File: config.mk
export PLATFORM = sky130hd
export DESIGN_NAME = fdc_flash_regs
export DESIGN_NICKNAME = d
export VERILOG_FILES = /design/src/core/fdc_pkg.sv /design/src/core/fdc_flash_regs.sv
export VERILOG_INCLUDE_DIRS = /design/src /design/src/core
export SDC_FILE = /design/constraint.sdc
export NUM_CORES = 1
export LEC_CHECK = 0
export BUFFER_PORTS_ARGS = -buffer_cell sky130_fd_sc_hd__buf_2
export CORE_ASPECT_RATIO = 0.6
export CORE_UTILIZATION = 30
export DETAILED_ROUTE_END_ITERATION = 12
export GPL_ROUTABILITY_DRIVEN = 1
export HOLD_SLACK_MARGIN = 0.06
export SLEW_MARGIN = 20
export SYNTH_ARGS = -nofsm -noshare
export SYNTH_HDL_FRONTEND = slang
export SYNTH_SLANG_ARGS = --single-unit
File: constraint.sdc
create_clock -name i_clk -period 9.2 [get_ports i_clk]
set_clock_uncertainty 0.2 [all_clocks]
set_input_delay 0.46 -clock i_clk [delete_from_list [all_inputs] [get_ports i_clk]]
set_output_delay 0.46 -clock i_clk [all_outputs]
set_load 0.03 [all_outputs]
File: src/core/fdc_regs.svh
`ifndef FDC_REGS_SVH
`define FDC_REGS_SVH
`define FDC_DEV_ADDR      7'h67
`define FDC_OFS_REV       8'h00
`define FDC_OFS_ENABLE    8'h01
`define FDC_OFS_MONITOR   8'h02
`define FDC_OFS_THERM     8'h03
`define FDC_OFS_TIMING    8'h04
`define FDC_OFS_MAXCUR    8'h05
`define FDC_OFS_FLASH     8'h06
`define FDC_OFS_TORCH     8'h07
`define FDC_OFS_FLAGS1    8'h08
`define FDC_OFS_FLAGS2    8'h09
`define FDC_RST_ENABLE    8'he0
`define FDC_RST_MONITOR   8'ha4
`define FDC_RST_THERM     8'h20
`define FDC_RST_TIMING    8'h42
`define FDC_RST_MAXCUR    8'h7f
`define FDC_RST_FLASH     8'h7f
`define FDC_RST_TORCH     8'h7f
`define FDC_RST_FLAGS1    8'h00
`define FDC_RST_FLAGS2    8'h30
`define FDC_FLD_ILIM_HI   7
`define FDC_FLD_ILIM_LO   5
`define FDC_FLD_THERM_EN  4
`define FDC_FLD_SYNC_EN   3
`define FDC_FLD_SOFT_EN   2
`define FDC_FLD_MODE_HI   1
`define FDC_FLD_MODE_LO   0
`define FDC_FLD_MON_HI    4
`define FDC_FLD_MON_LO    3
`define FDC_FLD_TRIP_HI   5
`define FDC_FLD_TRIP_LO   3
`define FDC_FLD_RAMP_HI   2
`define FDC_FLD_RAMP_LO   0
`define FDC_FLAGS2_RW     8'hf0
`endif

File: src/core/fdc_pkg.sv
package fdc_pkg;
  typedef enum logic [1:0] {
    FDC_MODE_OFF0  = 2'b00,
    FDC_MODE_OFF1  = 2'b01,
    FDC_MODE_TORCH = 2'b10,
    FDC_MODE_FLASH = 2'b11
  } fdc_mode_t;
  typedef enum logic [2:0] {
    FDC_ST_IDLE  = 3'b000,
    FDC_ST_ADDR  = 3'b001,
    FDC_ST_AACK  = 3'b010,
    FDC_ST_WRX   = 3'b011,
    FDC_ST_WACK  = 3'b100,
    FDC_ST_RTX   = 3'b101,
    FDC_ST_RACK  = 3'b110
  } fdc_state_t;
endpackage

File: src/core/fdc_flash_regs.sv
`timescale 1ns/10ps
`default_nettype none
`include "fdc_regs.svh"
// What this block does
// - answer only the seven bit bus address 1100111 after a start
// - eighth bit after address: 0 means write, 1 means read
// - write: first byte is register offset, next byte is stored there
// - bits with no function read back as last written; unused offsets read back as all ones
// - max current limit register 0x05 resets to 0x7f
// - led1 flash level register 0x06 resets to 0x7f
// - led1 torch level register 0x07 resets to 0x7f
// - thermistor and ramp register 0x03 resets to 0x20
// - enable bit 4 gates thermistor detection while driver active, reset 0
// - enable bit 3 enables rf sync pin and current reduction, reset 0
// - enable bit 2 enables pass mode start up sequence, reset 0
// - enable bits 1:0 mode: 00/01 standby, 10 torch, 11 flash
// - torch mode with torch pin enable clear starts torch from bus
// - flash mode with strobe pin enable clear starts flash from bus
// - monitor bits 4:3 select 2.9 to 3.2 V threshold, reset 00
// - thermistor bits 5:3 select 200 to 900 mV trip, reset 100
// - ramp bits 2:0: 000 off, else 16 ms doubling to 1024 ms
// - enable bits 7:5 select inductor current limit, reset 111
// - acknowledge on ninth clock after every byte received
// - reading first fault flag register clears all its flags except any set in the clearing cycle
module fdc_flash_regs
  import fdc_pkg::*;
#(
  parameter logic [7:0] REVISION_ID = 8'h5a // arbitrary value
) (
  input  wire logic       i_clk,
  input  wire logic       i_rstn,
  input  wire logic       i_scl,
  input  wire logic       i_sda,
  output logic            o_sda,
  output logic            o_sda_oe,
  input  wire logic       i_torch_pin_en,
  input  wire logic       i_strobe_pin_en,
  input  wire logic [7:0] i_flags1_set,
  input  wire logic [7:0] i_flags2_set,
  output logic [2:0]      o_current_limit,
  output logic            o_thermistor_en,
  output logic            o_sync_en,
  output logic            o_soft_start_en,
  output logic [1:0]      o_led_mode_bits,
  output logic            o_torch_from_bus,
  output logic            o_flash_from_bus,
  output logic [1:0]      o_monitor_level,
  output logic [2:0]      o_thermistor_trip,
  output logic [2:0]      o_torch_ramp,
  output logic [7:0]      o_monitor_control,
  output logic [7:0]      o_flash_timing,
  output logic [7:0]      o_max_current_limit,
  output logic [7:0]      o_led1_flash_level,
  output logic [7:0]      o_led1_torch_level
);

  logic       rst_meta;
  logic       rst_sync;
  logic [1:0] scl_s;
  logic [1:0] sda_s;
  logic       scl_d;
  logic       sda_d;
  logic       scl_rise;
  logic       scl_fall;
  logic       start_seen;
  logic       stop_seen;

  fdc_state_t state;
  logic [2:0] bit_cnt;
  logic [7:0] shift;
  logic [7:0] tx;
  logic       is_read;
  logic       have_ofs;
  logic [7:0] ofs;
  logic       rd_ack;
  logic       nack_seen;

  logic [7:0] driver_enable_control;
  logic [7:0] input_monitor_control;
  logic [7:0] thermistor_ramp_control;
  logic [7:0] flash_timing;
  logic [7:0] max_current_limit;
  logic [7:0] led1_flash_level;
  logic [7:0] led1_torch_level;
  logic [7:0] fault_flags_primary;
  logic [7:0] fault_flags_secondary;

  logic       wr_strobe;
  logic       rd_load;
  logic [7:0] wr_data;
  logic       next_sda_oe;

  // release retimed so every flop leaves reset on one edge
  always_ff @(posedge i_clk or negedge i_rstn) begin
    if (!i_rstn) begin
      rst_meta <= 1'b0;
      rst_sync <= 1'b0;
    end else begin
      rst_meta <= 1'b1;
      rst_sync <= rst_meta;
    end
  end

  // pins come from the master's clock world
  always_ff @(posedge i_clk or negedge rst_sync) begin
    if (!rst_sync) begin
      scl_s <= 2'b11;
      sda_s <= 2'b11;
      scl_d <= 1'b1;
      sda_d <= 1'b1;
    end else begin
      scl_s <= {scl_s[0], i_scl};
      sda_s <= {sda_s[0], i_sda};
      scl_d <= scl_s[1];
      sda_d <= sda_s[1];
    end
  end

  assign scl_rise   = scl_s[1] & ~scl_d;
  assign scl_fall   = ~scl_s[1] & scl_d;
  assign start_seen = scl_s[1] & scl_d & sda_d & ~sda_s[1];
  assign stop_seen  = scl_s[1] & scl_d & ~sda_d & sda_s[1];

  // unused offsets read as all ones
  function automatic logic [7:0] read_mux(input logic [7:0] a);
    case (a)
      `FDC_OFS_REV:     read_mux = REVISION_ID;
      `FDC_OFS_ENABLE:  read_mux = driver_enable_control;
      `FDC_OFS_MONITOR: read_mux = input_monitor_control;
      `FDC_OFS_THERM:   read_mux = thermistor_ramp_control;
      `FDC_OFS_TIMING:  read_mux = flash_timing;
      `FDC_OFS_MAXCUR:  read_mux = max_current_limit;
      `FDC_OFS_FLASH:   read_mux = led1_flash_level;
      `FDC_OFS_TORCH:   read_mux = led1_torch_level;
      `FDC_OFS_FLAGS1:  read_mux = fault_flags_primary;
      `FDC_OFS_FLAGS2:  read_mux = fault_flags_secondary;
      default:          read_mux = 8'hff;
    endcase
  endfunction

  function automatic logic [7:0] next_offset(input logic [7:0] a);
    next_offset = a + 8'h01;
  endfunction

  assign wr_data = {shift[6:0], sda_s[1]};

  // byte engine, samples sda on scl rise, changes sda on scl fall
  // no clock stretching: each scl phase must last at least 8 clocks
  always_ff @(posedge i_clk or negedge rst_sync) begin
    if (!rst_sync) begin
      state     <= FDC_ST_IDLE;
      bit_cnt   <= 3'h0;
      shift     <= 8'h00;
      tx        <= 8'h00;
      is_read   <= 1'b0;
      have_ofs  <= 1'b0;
      ofs       <= 8'h00;
      rd_ack    <= 1'b0;
      nack_seen <= 1'b0;
      wr_strobe <= 1'b0;
      rd_load   <= 1'b0;
    end else begin
      wr_strobe <= 1'b0;
      rd_load   <= 1'b0;
      if (start_seen) begin
        state   <= FDC_ST_ADDR;
        bit_cnt <= 3'h0;
        have_ofs <= 1'b0;
      end else if (stop_seen) begin
        state <= FDC_ST_IDLE;
      end else begin
        case (state)
          FDC_ST_IDLE: begin
            bit_cnt <= 3'h0;
          end
          FDC_ST_ADDR: begin
            if (scl_rise) begin
              shift   <= wr_data;
              bit_cnt <= bit_cnt + 3'h1;
              if (bit_cnt == 3'h7) begin
                is_read <= sda_s[1];
                if (shift[6:0] == `FDC_DEV_ADDR) begin
                  state <= FDC_ST_AACK;
                end else begin
                  state <= FDC_ST_IDLE;
                end
              end
            end
          end
          FDC_ST_AACK, FDC_ST_WACK: begin
            // ack held from fall after 8th bit to fall after 9th
            if (scl_fall) begin
              if (rd_ack) begin
                rd_ack <= 1'b0;
                if (is_read) begin
                  state <= FDC_ST_RTX;
                  tx    <= read_mux(ofs);
                  rd_load <= 1'b1;
                end else begin
                  state <= FDC_ST_WRX;
                end
              end else begin
                rd_ack <= 1'b1;
              end
            end
          end
          FDC_ST_WRX: begin
            if (scl_rise) begin
              shift   <= wr_data;
              bit_cnt <= bit_cnt + 3'h1;
              if (bit_cnt == 3'h7) begin
                state <= FDC_ST_WACK;
                if (!have_ofs) begin
                  ofs      <= wr_data;
                  have_ofs <= 1'b1;
                end else begin
                  wr_strobe <= 1'b1;
                end
              end
            end
          end
          FDC_ST_RTX: begin
            if (scl_fall) begin
              bit_cnt <= bit_cnt + 3'h1;
              tx      <= {tx[6:0], 1'b1};
              if (bit_cnt == 3'h7) begin
                state <= FDC_ST_RACK;
              end
            end
          end
          FDC_ST_RACK: begin
            if (scl_rise) begin
              nack_seen <= sda_s[1];
            end
            if (scl_fall) begin
              if (nack_seen) begin
                state <= FDC_ST_IDLE;
              end else begin
                ofs   <= next_offset(ofs);
                tx    <= read_mux(next_offset(ofs));
                rd_load <= 1'b1;
                state <= FDC_ST_RTX;
              end
            end
          end
          default: state <= FDC_ST_IDLE;
        endcase
      end
      // sequential writes advance the offset
      if (wr_strobe) begin
        ofs <= next_offset(ofs);
      end
    end
  end

  // ack, or a zero data bit, pulls the line low
  always_comb begin
    next_sda_oe = 1'b0;
    case (state)
      FDC_ST_AACK, FDC_ST_WACK: next_sda_oe = rd_ack;
      FDC_ST_RTX:               next_sda_oe = !tx[7];
      default:                  next_sda_oe = 1'b0;
    endcase
  end

  always_ff @(posedge i_clk or negedge rst_sync) begin
    if (!rst_sync) begin
      o_sda    <= 1'b0;
      o_sda_oe <= 1'b0;
    end else begin
      o_sda    <= 1'b0;
      o_sda_oe <= next_sda_oe;
    end
  end

  always_ff @(posedge i_clk or negedge rst_sync) begin
    if (!rst_sync) begin
      driver_enable_control   <= `FDC_RST_ENABLE;
      input_monitor_control   <= `FDC_RST_MONITOR;
      thermistor_ramp_control <= `FDC_RST_THERM;
      flash_timing            <= `FDC_RST_TIMING;
      max_current_limit       <= `FDC_RST_MAXCUR;
      led1_flash_level        <= `FDC_RST_FLASH;
      led1_torch_level        <= `FDC_RST_TORCH;
    end else if (wr_strobe) begin
      // writes to read-only offsets are dropped
      case (ofs)
        `FDC_OFS_ENABLE:  driver_enable_control   <= shift;
        `FDC_OFS_MONITOR: input_monitor_control   <= shift;
        `FDC_OFS_THERM:   thermistor_ramp_control <= shift;
        `FDC_OFS_TIMING:  flash_timing            <= shift;
        `FDC_OFS_MAXCUR:  max_current_limit       <= shift;
        `FDC_OFS_FLASH:   led1_flash_level        <= shift;
        `FDC_OFS_TORCH:   led1_torch_level        <= shift;
        default:          driver_enable_control   <= driver_enable_control;
      endcase
    end
  end

  // a set in the clearing cycle survives
  always_ff @(posedge i_clk or negedge rst_sync) begin
    if (!rst_sync) begin
      fault_flags_primary   <= `FDC_RST_FLAGS1;
      fault_flags_secondary <= `FDC_RST_FLAGS2;
    end else begin
      if (rd_load && ofs == `FDC_OFS_FLAGS1) begin
        fault_flags_primary <= i_flags1_set;
      end else begin
        fault_flags_primary <= fault_flags_primary | i_flags1_set;
      end
      // upper flags2 bits hold settings, lower ones clear on read
      if (wr_strobe && ofs == `FDC_OFS_FLAGS2) begin
        fault_flags_secondary <= (shift & `FDC_FLAGS2_RW) | i_flags2_set;
      end else if (rd_load && ofs == `FDC_OFS_FLAGS2) begin
        fault_flags_secondary <= (fault_flags_secondary & `FDC_FLAGS2_RW) | i_flags2_set;
      end else begin
        fault_flags_secondary <= fault_flags_secondary | i_flags2_set;
      end
    end
  end

  assign o_current_limit  = driver_enable_control[`FDC_FLD_ILIM_HI:`FDC_FLD_ILIM_LO];
  assign o_thermistor_en  = driver_enable_control[`FDC_FLD_THERM_EN] &
                            driver_enable_control[`FDC_FLD_MODE_HI];
  assign o_sync_en        = driver_enable_control[`FDC_FLD_SYNC_EN];
  assign o_soft_start_en  = driver_enable_control[`FDC_FLD_SOFT_EN];
  assign o_led_mode_bits  = driver_enable_control[`FDC_FLD_MODE_HI:`FDC_FLD_MODE_LO];
  assign o_torch_from_bus = (fdc_mode_t'(o_led_mode_bits) == FDC_MODE_TORCH) &&
                            !i_torch_pin_en;
  assign o_flash_from_bus = (fdc_mode_t'(o_led_mode_bits) == FDC_MODE_FLASH) &&
                            !i_strobe_pin_en;
  assign o_monitor_level  = input_monitor_control[`FDC_FLD_MON_HI:`FDC_FLD_MON_LO];
  assign o_thermistor_trip = thermistor_ramp_control[`FDC_FLD_TRIP_HI:`FDC_FLD_TRIP_LO];
  assign o_torch_ramp     = thermistor_ramp_control[`FDC_FLD_RAMP_HI:`FDC_FLD_RAMP_LO];
  assign o_monitor_control   = input_monitor_control;
  assign o_flash_timing      = flash_timing;
  assign o_max_current_limit = max_current_limit;
  assign o_led1_flash_level  = led1_flash_level;
  assign o_led1_torch_level  = led1_torch_level;

endmodule
`default_nettype wire

# Word-level counts from Yosys, hierarchy flattened
# Cells that the tools add are included.
[word_totals] reg_bits=117 latchBits=0 ramBits=0 mem_bits_ro=0 inputBits=22 n_memories=0
[classes] n_addsub=2 mul=0 div=0 magnitude_cmp=0 n_eq_ne=54 shift=0 mux=62 n_bitwise=18 reduce_logical=35
[op_table] op="$pmux W8 S10" n=2
[op_table] op="$mux W8" n=17
[op_table] op="$eq A8 B3 Y1 const B" n=8
[op_table] op="$mux W3" n=17
[op_table] op="$ne A4 B4 Y1 const B" n=9
[op_table] op="$eq A8 B2 Y1 const B" n=4
[op_table] op="$eq A8 B4 Y1 const B" n=4
[op_table] op="$or A8 B8 Y8" n=4
[op_table] op="$pmux W8 S3" n=1
[op_table] op="$ne A3 B3 Y1 const B" n=7
[op_table] op="$reduce_and A4 Y1" n=5
[op_table] op="$mux W1" n=19
[op_table] op="$pmux W3 S6" n=1
[op_table] op="$eq A8 B1 Y1 const B" n=2
[op_table] op="$logic_not A8 Y1" n=2
[op_table] op="$pmux W8 S2" n=1
[op_table] op="$ne A2 B2 Y1 const B" n=7
[op_table] op="$reduce_and A2 Y1" n=7
[op_table] op="$eq A3 B3 Y1 const B" n=4
[op_table] op="$reduce_and A10 Y1" n=1
[op_table] op="$pmux W3 S3" n=1
[op_table] op="$reduce_and A9 Y1" n=1
[op_table] op="$add A8 B1 Y8 const B" n=1
[op_table] op="$and A1 B1 Y1" n=8
[op_table] op="other kinds (19)" n=38

# Depth between registers and ports, before layout
# Gate-level depths: netlist of the first run.
[logic_depth] ltp_word=7 mapped_depth=11 mapped_depth_nobuf=8

# Worst setup path before layout of the first run
# No wires, ideal clock.
[synth_path] path_kind="reg-to-reg" startpoint="reg ofs[0]" endpoint="reg tx[3]" setup_ns=0.124 arrival_time_ns=2.321 required_ns=8.876 slack_ns=6.555 path_stages_with_launch=11 path_buffers=3 synth_period_minus_slack_ns=2.645 path_cell_list="dfrtp_1 -> buf_2 -> inv_1 -> ha_1 -> clkbuf_1 -> clkbuf_1 -> nor2_1 -> nor3_2 -> o22ai_2 -> a221o_1 -> o31a_1"
[synth_between] elab_chain_len=6 word_cells_on_any_way=29 classes_between="add/sub (1); eq/ne (18); mux (8); reduce/logical (2)"
[synth_lines] element="from (decl)" line_no="fdc_flash_regs.sv:74" source="logic [7:0] ofs;"
[synth_lines] element="from (signal assigned)" line_no="fdc_flash_regs.sv:214" source="ofs <= wr_data;"
[synth_lines] element="from (signal assigned)" line_no="fdc_flash_regs.sv:239" source="ofs <= next_offset(ofs);"
[synth_lines] element="from (signal assigned)" line_no="fdc_flash_regs.sv:251" source="ofs <= next_offset(ofs);"
[synth_lines] element="$add A8 B1 Y8 (tied with other cells)" line_no="fdc_flash_regs.sv:142" source="next_offset = a + 8'h01;"
[synth_lines] element="$eq A8 B4 Y1 (tied with other cells)" line_no="fdc_flash_regs.sv:126" source="case (a)"
[synth_lines] element="$pmux W8 S10 or $mux W8 (tied branches)" line_no="fdc_flash_regs.sv:126, fdc_flash_regs.sv:195"
[synth_lines] element="$mux W8 (on tied branches)" line_no="fdc_flash_regs.sv:236, fdc_flash_regs.sv:193"
[synth_lines] element="$mux W8 (on tied branches)" line_no="fdc_flash_regs.sv:235, fdc_flash_regs.sv:192"
[synth_lines] element="$pmux W8 S3 *" line_no="fdc_flash_regs.sv:172" source="case (state)"
[synth_lines] element="to (signal assigned)" line_no="fdc_flash_regs.sv:197" source="tx <= read_mux(ofs);"
[synth_lines] element="to (signal assigned)" line_no="fdc_flash_regs.sv:225" source="tx <= {tx[6:0], 1'b1};"
[synth_lines] element="to (signal assigned)" line_no="fdc_flash_regs.sv:240" source="tx <= read_mux(next_offset(ofs));"
[synth_lines] element="to (decl)" line_no="fdc_flash_regs.sv:71" source="logic [7:0] tx;"
# Mark *: on every way between the ends. The rest lies on a longest branch, timed or not. The select of a mux whose other input is x is not followed.
# A chain may end at the register's enable or synchronous reset.

# Worst setup path after layout of the first run
[layout_path] startpoint="reg ofs[1]" endpoint="reg tx[1]"
# Same word-level chain as after synthesis.

==> out/qor.csv, run 1 <==
metric,value,unit
num_io_pins,82,
critPathCaptureType,flop,
arrival,3.85,ns
core,22390,µm²
fin_crit_sh,40.44,%
cts-root-buf,clkbuf_16,
holdBufCountCts,19,
fmax,268.8,MHz
r2r-start,ofs[1],
finalSetupTns,0,ns
drt-total-wl,24900,µm
port_buffers,80,
clkSlewWorstSetupHoldPaths,0.06,ns
ys_types,78,
grt_pass1_wl,37030,µm
first_pass_iters,7,
viasPerCell,5.943,
required,9.33,ns
tightest_slew,1.025,ns
die-area,23790,µm²
num_rows,42,
wire_per_inst,23.53,µm
startpoint,ofs[1],
regArea,2979,µm²
cellPowerDensity,164.7,nW/µm²
dp.cells,1007,
slew_viol_final,0,
switching_share,28.85,%
dp.final_hpwl,17560,µm
cts.path.max_buffers,2,
yosysSeqAreaShare,42.83,%
p_clk_share,47.7,%
die_y,119.9,µm
fillers,2237,
cts_buffers,17,
vias,6288,
internal-power,0.9631,mW
drtIter0Drc,835,
final_cell_mix,"buf_2 (80), dfrtp_1 (78), mux2_2 (72)",
clock_sinks,117,
antenna_found_initial,0,
start_util,31.03,%
layout_setup_ws,5.480,ns
netlist_instances,680,
ys.flop_type,dfrtp_1,
drv_cap,0,
hp-class,in -> async,
relSlewSlack,31.66,%
rsz0062_at_grt,no,
cts_tree,yes,
setup_viol,0,
status,finished clean,
ir_worst_vdd,112.5,µV
drive_gt1_share,33.47,%
yosysTopAreaCell,dfrtp_1,
synth_top_area_share,28.46,%
antennaDiodeCount,0,
synth_edf_count,0,
worstSetupPathType,reg -> reg,
track_usage,21.35,%
ys.warnings.count,0,
dp_slack,5.667,ns
ant_nets,0,
clk-insertion-delay-late,0.42,ns
synthTopCellsByArea,"dfrtp_1 (28%), dfstp_2 (14%), mux2_2 (12%), o21ai_0 (2.2%), a21oi_1 (2.2%)",
syn_area,6947,µm²
instances_no_fill,1058,
finish.instance_area,8218,µm²
gp_congestion,0.9708,
multi_input_area,3586,µm²
startpoint_type,flop,
grt_max_degree,69,
fin_util,36.71,%
p_leak,3.424,nW
pwr-share-comb,5.7,%
drc,0,
switchingPower,0.3905,mW
fin_crit,3.720,ns
overflow,0,
cts_resized,0,
cts_setup_buffers,0,
grt_pass1_vias,5647,
critPathMaxFanout,48,
placed_area,7460,µm²
syn-num-nets,709,
ys_ff_latch,117,
fin_nets,766,
htreeDepth,4,
finalHoldViolCount,0,
async_reset_ff_share,100.0,%
die_x,198.5,µm
layout_commonest_cell,buf_2,
p_seq_share,46.6,%
avgSynthCellArea,10.22,µm²
syn_to_final_growth,18.30,%
## routing by layer
layer  vias up  part of all wire [%]  routed length [µm]  GRT usage [%]
li1       2704                     -                   -              -
met1      3120                    48               12040          33.68
met2       426                    36                8984          25.24
met3        38                    15                3616          10.12
met4         0                   1.0                 250          3.365
met5         -                     0                   0              0
## cell families (layout without fill, tap and decap cells)
logic type | count (synthesis) | after routing | synth area share, %
adders and majority gates | 8 | 8 | 1.405
DFF | 117 | 117 | 42.83
and+or+nand+nor | 163 | 163 | 12.43
AOI/OAI and AO/OA | 220 | 220 | 23.72
buffers and inverters | 82 | 152 | 5.584
muxes | 85 | 85 | 13.54
other | 2 | 2 | 0.1081
xor gates and xnor gates | 3 | 3 | 0.3783
## power groups by stage
| stage | clock network (mW) | registers (mW) | logic (mW) |
|---|---|---|---|
| 2_1_floorplan | 0 | 0.566 | 0.0819 |
| 3_3_place_gp | 0 | 0.633 | 0.0685 |
| 6_report | 0.645 | 0.631 | 0.0770 |
| 5_1_grt | 0.676 | 0.633 | 0.0865 |
| 4_1_cts | 0.653 | 0.625 | 0.0771 |
| 3_5_place_dp | 0 | 0.634 | 0.0704 |
## cells in the mapped netlist, drive strengths merged (5+ instances only)
| library cell | count |
|---|---|
| ha | 7 |
| a2bb2oi | 5 |
| a211oi | 5 |
| nand3 | 20 |
| a22oi | 16 |
| a32oi | 5 |
| and3 | 9 |
| nor3 | 13 |
| inv | 13 |
| dfstp | 38 |
| a222oi | 12 |
| buf | 35 |
| clkbuf | 34 |
| nand4 | 5 |
| mux2 | 72 |
| a21o | 16 |
| a221oi | 13 |
| a31oi | 7 |
| and2 | 5 |
| mux2i | 13 |
| nor2b | 5 |
| o22ai | 18 |
| dfrtp | 79 |
| a21oi | 30 |
| o22a | 5 |
| nand2 | 39 |
| o21ai | 31 |
| nor2 | 38 |
| a22o | 12 |
## layout make-up
type | count | share of cell area [%]
Clock buffer | 19 | 5.390
Timing Repair Buffer | 107 | 7.917
Inverter | 13 | 0.5938
Clock inverter | 13 | 1.523
Tap cell | 308 | 4.689
Sequential cell | 117 | 36.25
Multi-Input combinational cell | 481 | 43.64
## critical path, stage by stage (launching register included)
cell,delay (ns)
dfrtp_1,0.57
ha_2,0.96
and2_0,0.38
a31oi_1,0.34
o22ai_1,0.51
o21ai_0,0.18
a31o_2,0.28
a41oi_1,0.20
## metrics by stage
| stage | power [mW] | hold slack [ns] |
|---|---|---|
| after floorplan | 0.6476 | -0.03559 |
| after global placement | 0.7018 | 0.04899 |
| after detailed placement | 0.7046 | 0.04850 |
| after CTS | 1.356 | 0.1252 |
| after global routing | 1.396 | 0.1432 |
| final | 1.354 | 0.1395 |
## path summary, 6_finish.rpt
| check | slack (ns) | end | cells after the start |
|---|---|---|---|
| setup / recovery | 5.48 | tx[1] | 7 |
| hold / removal | 0.14 | rst_sync | 2 |
| setup reg to reg | 5.48 | tx[1] | 7 |
| hold reg to reg | 0.15 | driver_enable_control[4] | 0 |
| max in group asynchronous | 7.34 | tx[2] | 1 |
| min in group i_clk | 0.15 | rst_sync | 0 |
(Power assumes the default switching activity.)
==> run 2, diff against run 1 <==
--- a/config.mk
+++ b/config.mk
@@ -6,6 +6,7 @@
 export SDC_FILE = /design/constraint.sdc
 export NUM_CORES = 1
 export LEC_CHECK = 0
+export ABC_AREA = 1
 export BUFFER_PORTS_ARGS = -buffer_cell sky130_fd_sc_hd__buf_2
 export CORE_ASPECT_RATIO = 0.6
 export CORE_UTILIZATION = 30
==> constraint.sdc (replaced) <==
create_clock -name i_clk -period 3.6 [get_ports i_clk]
set_clock_uncertainty 0.2 [all_clocks]
set_input_delay 0.18 -clock i_clk [delete_from_list [all_inputs] [get_ports i_clk]]
set_output_delay 0.18 -clock i_clk [all_outputs]
set_load 0.03 [all_outputs]
==> run 2 against run 1 <==
Compared with the run above: via count increased by 8.3%; non-clock buffer count increased by 7; count of clock-buffer cells in the layout decreased by 1; synthesized area decreased by 3.4%; clock power increased to 2.8 times the previous value; design area decreased by 1.2%; synthesized cell count increased by 29%; first-iteration DRC count decreased by 2.6%; critical path depth increased by 4; register-to-register slack got worse by 5.1 ns; critical endpoint unchanged; largest power group unchanged; highest routed layer unchanged.
==> out/qor.csv, run 2 <==
metric,value,unit,change
first_pass_iters,5,,-2
synth_top_area_share,29.45,%,+0.99 points
die_x,195.1,µm,-1.7%
fin_nets,998,,+30%
overflow,0,,unchanged
htreeDepth,4,,unchanged
r2r_slack,0.40,ns,-5.08 ns
grt_pass1_vias,6157,,+9.0%
placed_area,7306,µm²,-2.1%
clock_sinks,117,,unchanged
cts.path.max_buffers,2,,unchanged
wire_per_inst,20.65,µm,-12%
ys_types,39,,-50%
ir_worst_vdd,367.9,µV,+230%
die_y,117.9,µm,-1.7%
async_reset_ff_share,100.0,%,unchanged
clk-insertion-delay-late,0.43,ns,about the same
drv_cap,0,,unchanged
fin_util,37.88,%,+1.2 points
final_cell_mix,"nand2_1 (223), o21ai_0 (107), inv_1 (83)",,
r2r-end,tx[1],,
syn_area,6713,µm²,-3.4%
syn-num-nets,906,,+28%
r2r-start,ofs[1],,
avgSynthCellArea,7.654,µm²,-25%
worstSetupPathType,reg -> reg,,
drc,0,,unchanged
antenna_found_initial,0,,unchanged
synth_edf_count,0,,unchanged
drtIter0Drc,813,,-2.6%
cts_buffers,17,,unchanged
drt-total-wl,26060,µm,+4.7%
rsz0062_at_grt,no,,
finalHoldViolCount,0,,unchanged
drive_gt1_share,20.37,%,-13 points
arrival,3.35,ns,-0.50 ns
cts_resized,0,,unchanged
grt_pass1_wl,39290,µm,+6.1%
layout_commonest_cell,nand2_1,,
fmax,312.1,MHz,+16%
finish.instance_area,8123,µm²,-1.2%
ant_nets,0,,unchanged
synthTopCellsByArea,"dfrtp_1 (29%), dfstp_2 (15%), nand2_1 (12%), o21ai_0 (8.0%), nand3_1 (5.4%)",,
cts_tree,yes,,
p_leak,3.799,nW,+11%
vias,6809,,+8.3%
required,3.75,ns,-5.58 ns
tightest_slew,0.8545,ns,-0.1707 ns
ys_top_cells_by_count,"nand2_1 (223), o21ai_0 (107), inv_1 (83)",,
yosysTopAreaCell,dfrtp_1,,
setup_viol,0,,unchanged
num_rows,41,,-2.4%
port_buffers,80,,unchanged
dp.final_hpwl,19540,µm,+11%
num_io_pins,82,,unchanged
ys.flop_type,dfrtp_1,,
start_util,31.30,%,+0.27 points
fin_crit,3.204,ns,-0.5162 ns
startpoint,ofs[1],,
cellPowerDensity,448.0,nW/µm²,+170%
ys_ff_latch,117,,unchanged
gp_congestion,1.021,,+5.2%
netlist_instances,877,,+29%
die-area,23000,µm²,-3.3%
track_usage,23.31,%,+2.0 points
critPathCaptureType,flop,,
finalSetupTns,0,ns,unchanged
cts-root-buf,clkbuf_16,,
holdPathStages,0,,
syn_to_final_growth,21.01,%,
hp-class,reg -> reg,,
rr_worst_depth,11,,+4
clkSlewWorstSetupHoldPaths,0.06,ns,about the same
yosysSeqAreaShare,44.32,%,+1.5 points
hold_start,rst_meta,,
relSlewSlack,43.04,%,+11 points
whs_endpoint,rst_sync,,
slew_viol_final,0,,unchanged
startpoint_type,flop,,
grt_max_degree,67,,-2.9%
core,21440,µm²,-4.2%
fin_crit_sh,89.00,%,+49 points
ys.warnings.count,0,,unchanged
critPathMaxFanout,22,,-54%
yosysMostFrequentCell,nand2_1,,
status,finished clean,,
viasPerCell,5.395,,-9.2%
-- run 2: stage by stage --
step | hold WS (ns) | std cells | power, mW | setup slack (ns)
2_1_floorplan | -0.3156 | 877 | 1.633 | 1.420
3_3_place_gp | -0.2328 | 1209 | 1.847 | 0.6076
3_5_place_dp | -0.2310 | 1209 | 1.856 | 0.5368
4_1_cts | 0.1512 | 1261 | 3.663 | 0.5124
5_1_grt | 0.1570 | 1261 | 3.777 | 0.2036
6_report | 0.1481 | 1262 | 3.639 | 0.3959
-- run 2: cells by family (layout without fill, tap and decap cells) --
family	Yosys count	after routing	synth area share, %
compound gates	174	174	14.37
xor+xnor	2	2	0.2610
fa+ha+maj	7	7	1.305
buf+inv	133	238	9.469
flops	117	117	44.32
other cells	2	3	0.1119
simple gates	442	442	30.16
-- run 2: power by group --
| group | switching [mW] | internal [mW] |
|---|---|---|
| Clock | 0.675 | 1.11 |
| Combinational | 0.323 | 0.0816 |
| Sequential | 0.0629 | 1.38 |
| Total | 1.06 | 2.58 |
-- run 2: worst max path at each step --
stage	endpoint
2_1_floorplan	tx[6]
3_3_place_gp	tx[1]
3_5_place_dp	tx[1]
4_1_cts	tx[1]
5_1_grt	tx[1]
6_report	tx[1]
-- run 2: routing by layer --
metal  up-vias  track usage, %  wire, µm
li1       3115               -         -
met1      3301           37.86     13030
met2       372           28.13      9342
met3        21           7.994      3443
met4         0           4.724       240
met5         -               0         0
-- run 2: layout make-up --
class,instances,area [µm²]
timing repair buffer,114,730.7
fill,2251,13320
clock buffer,18,439.2
inverter,92,345.3
clock inverter,14,175.2
antenna,1,2.502
multi-input combinational,627,3102
tap,279,349.1
sequential,117,2979
-- run 2: worst max-delay path, cell delays in order, from the launching register on --
cell,delay [ns]
dfrtp_1,0.44
ha_1,0.27
nand3_1,0.16
o21ai_1,0.15
nand2_1,0.12
nor2_4,0.50
nand3_1,0.33
o21ai_0,0.55
nor2_1,0.10
nand3_1,0.10
nand2_1,0.06
a21oi_1,0.14
-- run 2: timing repair --
action                                 4_1_cts  5_1_grt
endpoints found under the hold margin       20        0
hold buffers                                20        0
buffers inserted                             0        0
==> run 3, diff against run 2 <==
--- a/config.mk
+++ b/config.mk
@@ -10,6 +10,7 @@
 export BUFFER_PORTS_ARGS = -buffer_cell sky130_fd_sc_hd__buf_2
 export CORE_ASPECT_RATIO = 0.6
 export CORE_UTILIZATION = 30
+export CTS_BUF_LIST = sky130_fd_sc_hd__clkbuf_4
 export DETAILED_ROUTE_END_ITERATION = 12
 export GPL_ROUTABILITY_DRIVEN = 1
 export HOLD_SLACK_MARGIN = 0.06
==> run 3 against run 2 <==
Compared with the run above: worst setup slack worse by 0.024 ns; maximum frequency is 0.75% lower; routed wire length is 0.11% lower; die area stayed put; worst hold slack better by 0.0060 ns; count of clock-buffer cells in the layout is 1 lower; sequential share of layout area is 1.4 points higher; global-route usage is 0.050 points lower; design area is 3.6% lower; critical path type unchanged; highest routed layer unchanged.
==> out/qor.csv, run 3 (same netlist as run 2, synthesis figures left out) <==
metric,value,unit,change
dp.final_hpwl,19540,µm,unchanged
num_rows,41,,unchanged
startpoint_type,flop,,
antenna_found_initial,0,,unchanged
regArea,2979,µm²,unchanged
setup_viol,0,,unchanged
crit_end,tx[1],,
drtIter0Drc,804,,-1.1%
tightest_slew,0.8487,ns,-0.005735 ns
fillers,2271,,+0.89%
fin_util,36.53,%,-1.4 points
viasPerCell,5.357,,-0.71%
relSlewSlack,43.42,%,+0.38 points
cts_buffers,17,,unchanged
wire_per_inst,20.61,µm,-0.19%
layout_setup_ws,0.3718,ns,-0.02411 ns
drc,0,,unchanged
holdPathStages,3,,+3
r2r-start,ofs[1],,
fin_crit_sh,89.67,%,+0.67 points
first_pass_iters,5,,unchanged
cts-root-buf,clkbuf_4,,
grt_pass1_wl,39140,µm,-0.37%
num_io_pins,82,,unchanged
fin_nets,1000,,+0.20%
syn_to_final_growth,16.68,%,
cts_tree,yes,,
hold_start,i_flags1_set[2],,
rsz0062_at_grt,no,,
critPathMaxFanout,22,,unchanged
antennaDiodeCount,0,,-1
drt-total-wl,26030,µm,-0.11%
startpoint,ofs[1],,
vias,6766,,-0.63%
p_leak,3.670,nW,-3.4%
finalHoldViolCount,0,,unchanged
grt_pass1_vias,6149,,-0.13%
htreeDepth,4,,unchanged
die_y,117.9,µm,unchanged
gp_congestion,1.021,,unchanged
final_cell_mix,"nand2_1 (223), o21ai_0 (107), inv_1 (83)",,
rr_worst_depth,11,,unchanged
dp_slack,0.5368,ns,unchanged
die_x,195.1,µm,unchanged
slew_viol_final,0,,unchanged
finalSetupTns,0,ns,unchanged
drive_gt1_share,20.22,%,-0.14 points
r2r-end,tx[1],,
hp-class,in -> reg,,
status,finished clean,,
drv_cap,0,,unchanged
core,21440,µm²,unchanged
critPathCaptureType,flop,,
grt_max_degree,67,,unchanged
ir_worst_vdd,368.9,µV,+0.29%
required,3.91,ns,+0.16 ns
clock_sinks,117,,unchanged
cellPowerDensity,374.0,nW/µm²,-17%
multi_input_area,3102,µm²,unchanged
fin_crit,3.228,ns,+0.02412 ns
start_util,31.30,%,unchanged
worstSetupPathType,reg -> reg,,
r2r_slack,0.37,ns,-0.02 ns
port_buffers,80,,unchanged
arrival,3.54,ns,+0.19 ns
layout_commonest_cell,nand2_1,,
p_total,2.930,mW,-19%
die-area,23000,µm²,unchanged
clkSlewWorstSetupHoldPaths,0.12,ns,+0.06 ns
clk-insertion-delay-late,0.58,ns,+0.15 ns
ant_nets,0,,unchanged
fmax,309.8,MHz,-0.75%
overflow,0,,unchanged
cts.path.max_buffers,2,,unchanged
track_usage,23.26,%,-0.050 points
run 3: cell types whose count changed in the layout (fill, tap and decap cells not counted), sizes merged:
| cell | delta |
|---|---|
| dlygate4sd3 | +2 |
| clkinv | +1 |
| clkbuf | -1 |
| diode | -1 |
run 3: worst min-delay path by stage:
stage | to | slack [ns]
final | fault_flags_primary[2] | 0.15
after global routing | fault_flags_primary[2] | 0.16
after floorplan | rst_meta | -0.32
after CTS | fault_flags_primary[4] | 0.14
after global placement | rst_meta | -0.23
after detailed placement | rst_meta | -0.23
run 3: area by class of cell:
class                      count  share of cell area (%)
multi-input combinational    627                   39.60
inverter                      92                   4.409
tap                          279                   4.457
sequential                   117                   38.04
clock buffer                  17                   1.629
clock inverter                15                   2.284
timing repair buffer         116                   9.585
run 3: per-stage QoR:
stage          hold WS [ns]  instances  area [µm²]
2_1_floorplan       -0.3156        877        6714
3_3_place_gp        -0.2328       1209        7306
3_5_place_dp        -0.2310       1209        7306
4_1_cts              0.1379       1263        7833
5_1_grt              0.1588       1263        7833
6_report             0.1542       1263        7833
run 3: per-layer routing:
layer	vias up	GRT usage, %	part of all wire [%]
met2	370	27.83	36
li1	3116	-	-
met5	-	0	0
met3	30	8.567	13
met1	3250	37.61	50
met4	0	4.675	1.0
run 3: power breakdown:
group	total (mW)	switching (mW)	internal, mW
Combinational	0.406	0.323	0.0830
Sequential	1.45	0.0628	1.38
Clock	1.08	0.594	0.484
run 3: critical path, stage by stage (launching register included):
cell and delay (ns):
dfrtp_1 0.46, ha_1 0.28, nand3_1 0.16, o21ai_1 0.15, nand2_1 0.12, nor2_4 0.50, nand3_1 0.35, o21ai_0 0.53
nor2_1 0.10, nand3_1 0.10, nand2_1 0.06, a21oi_1 0.14
run 3: timing repair:
action / 4_1_cts / 5_1_grt
gates resized for setup: 0 / 0
endpoints found under the hold margin: 20 / 0
setup buffers: 0 / 0
hold buffers: 22 / 0
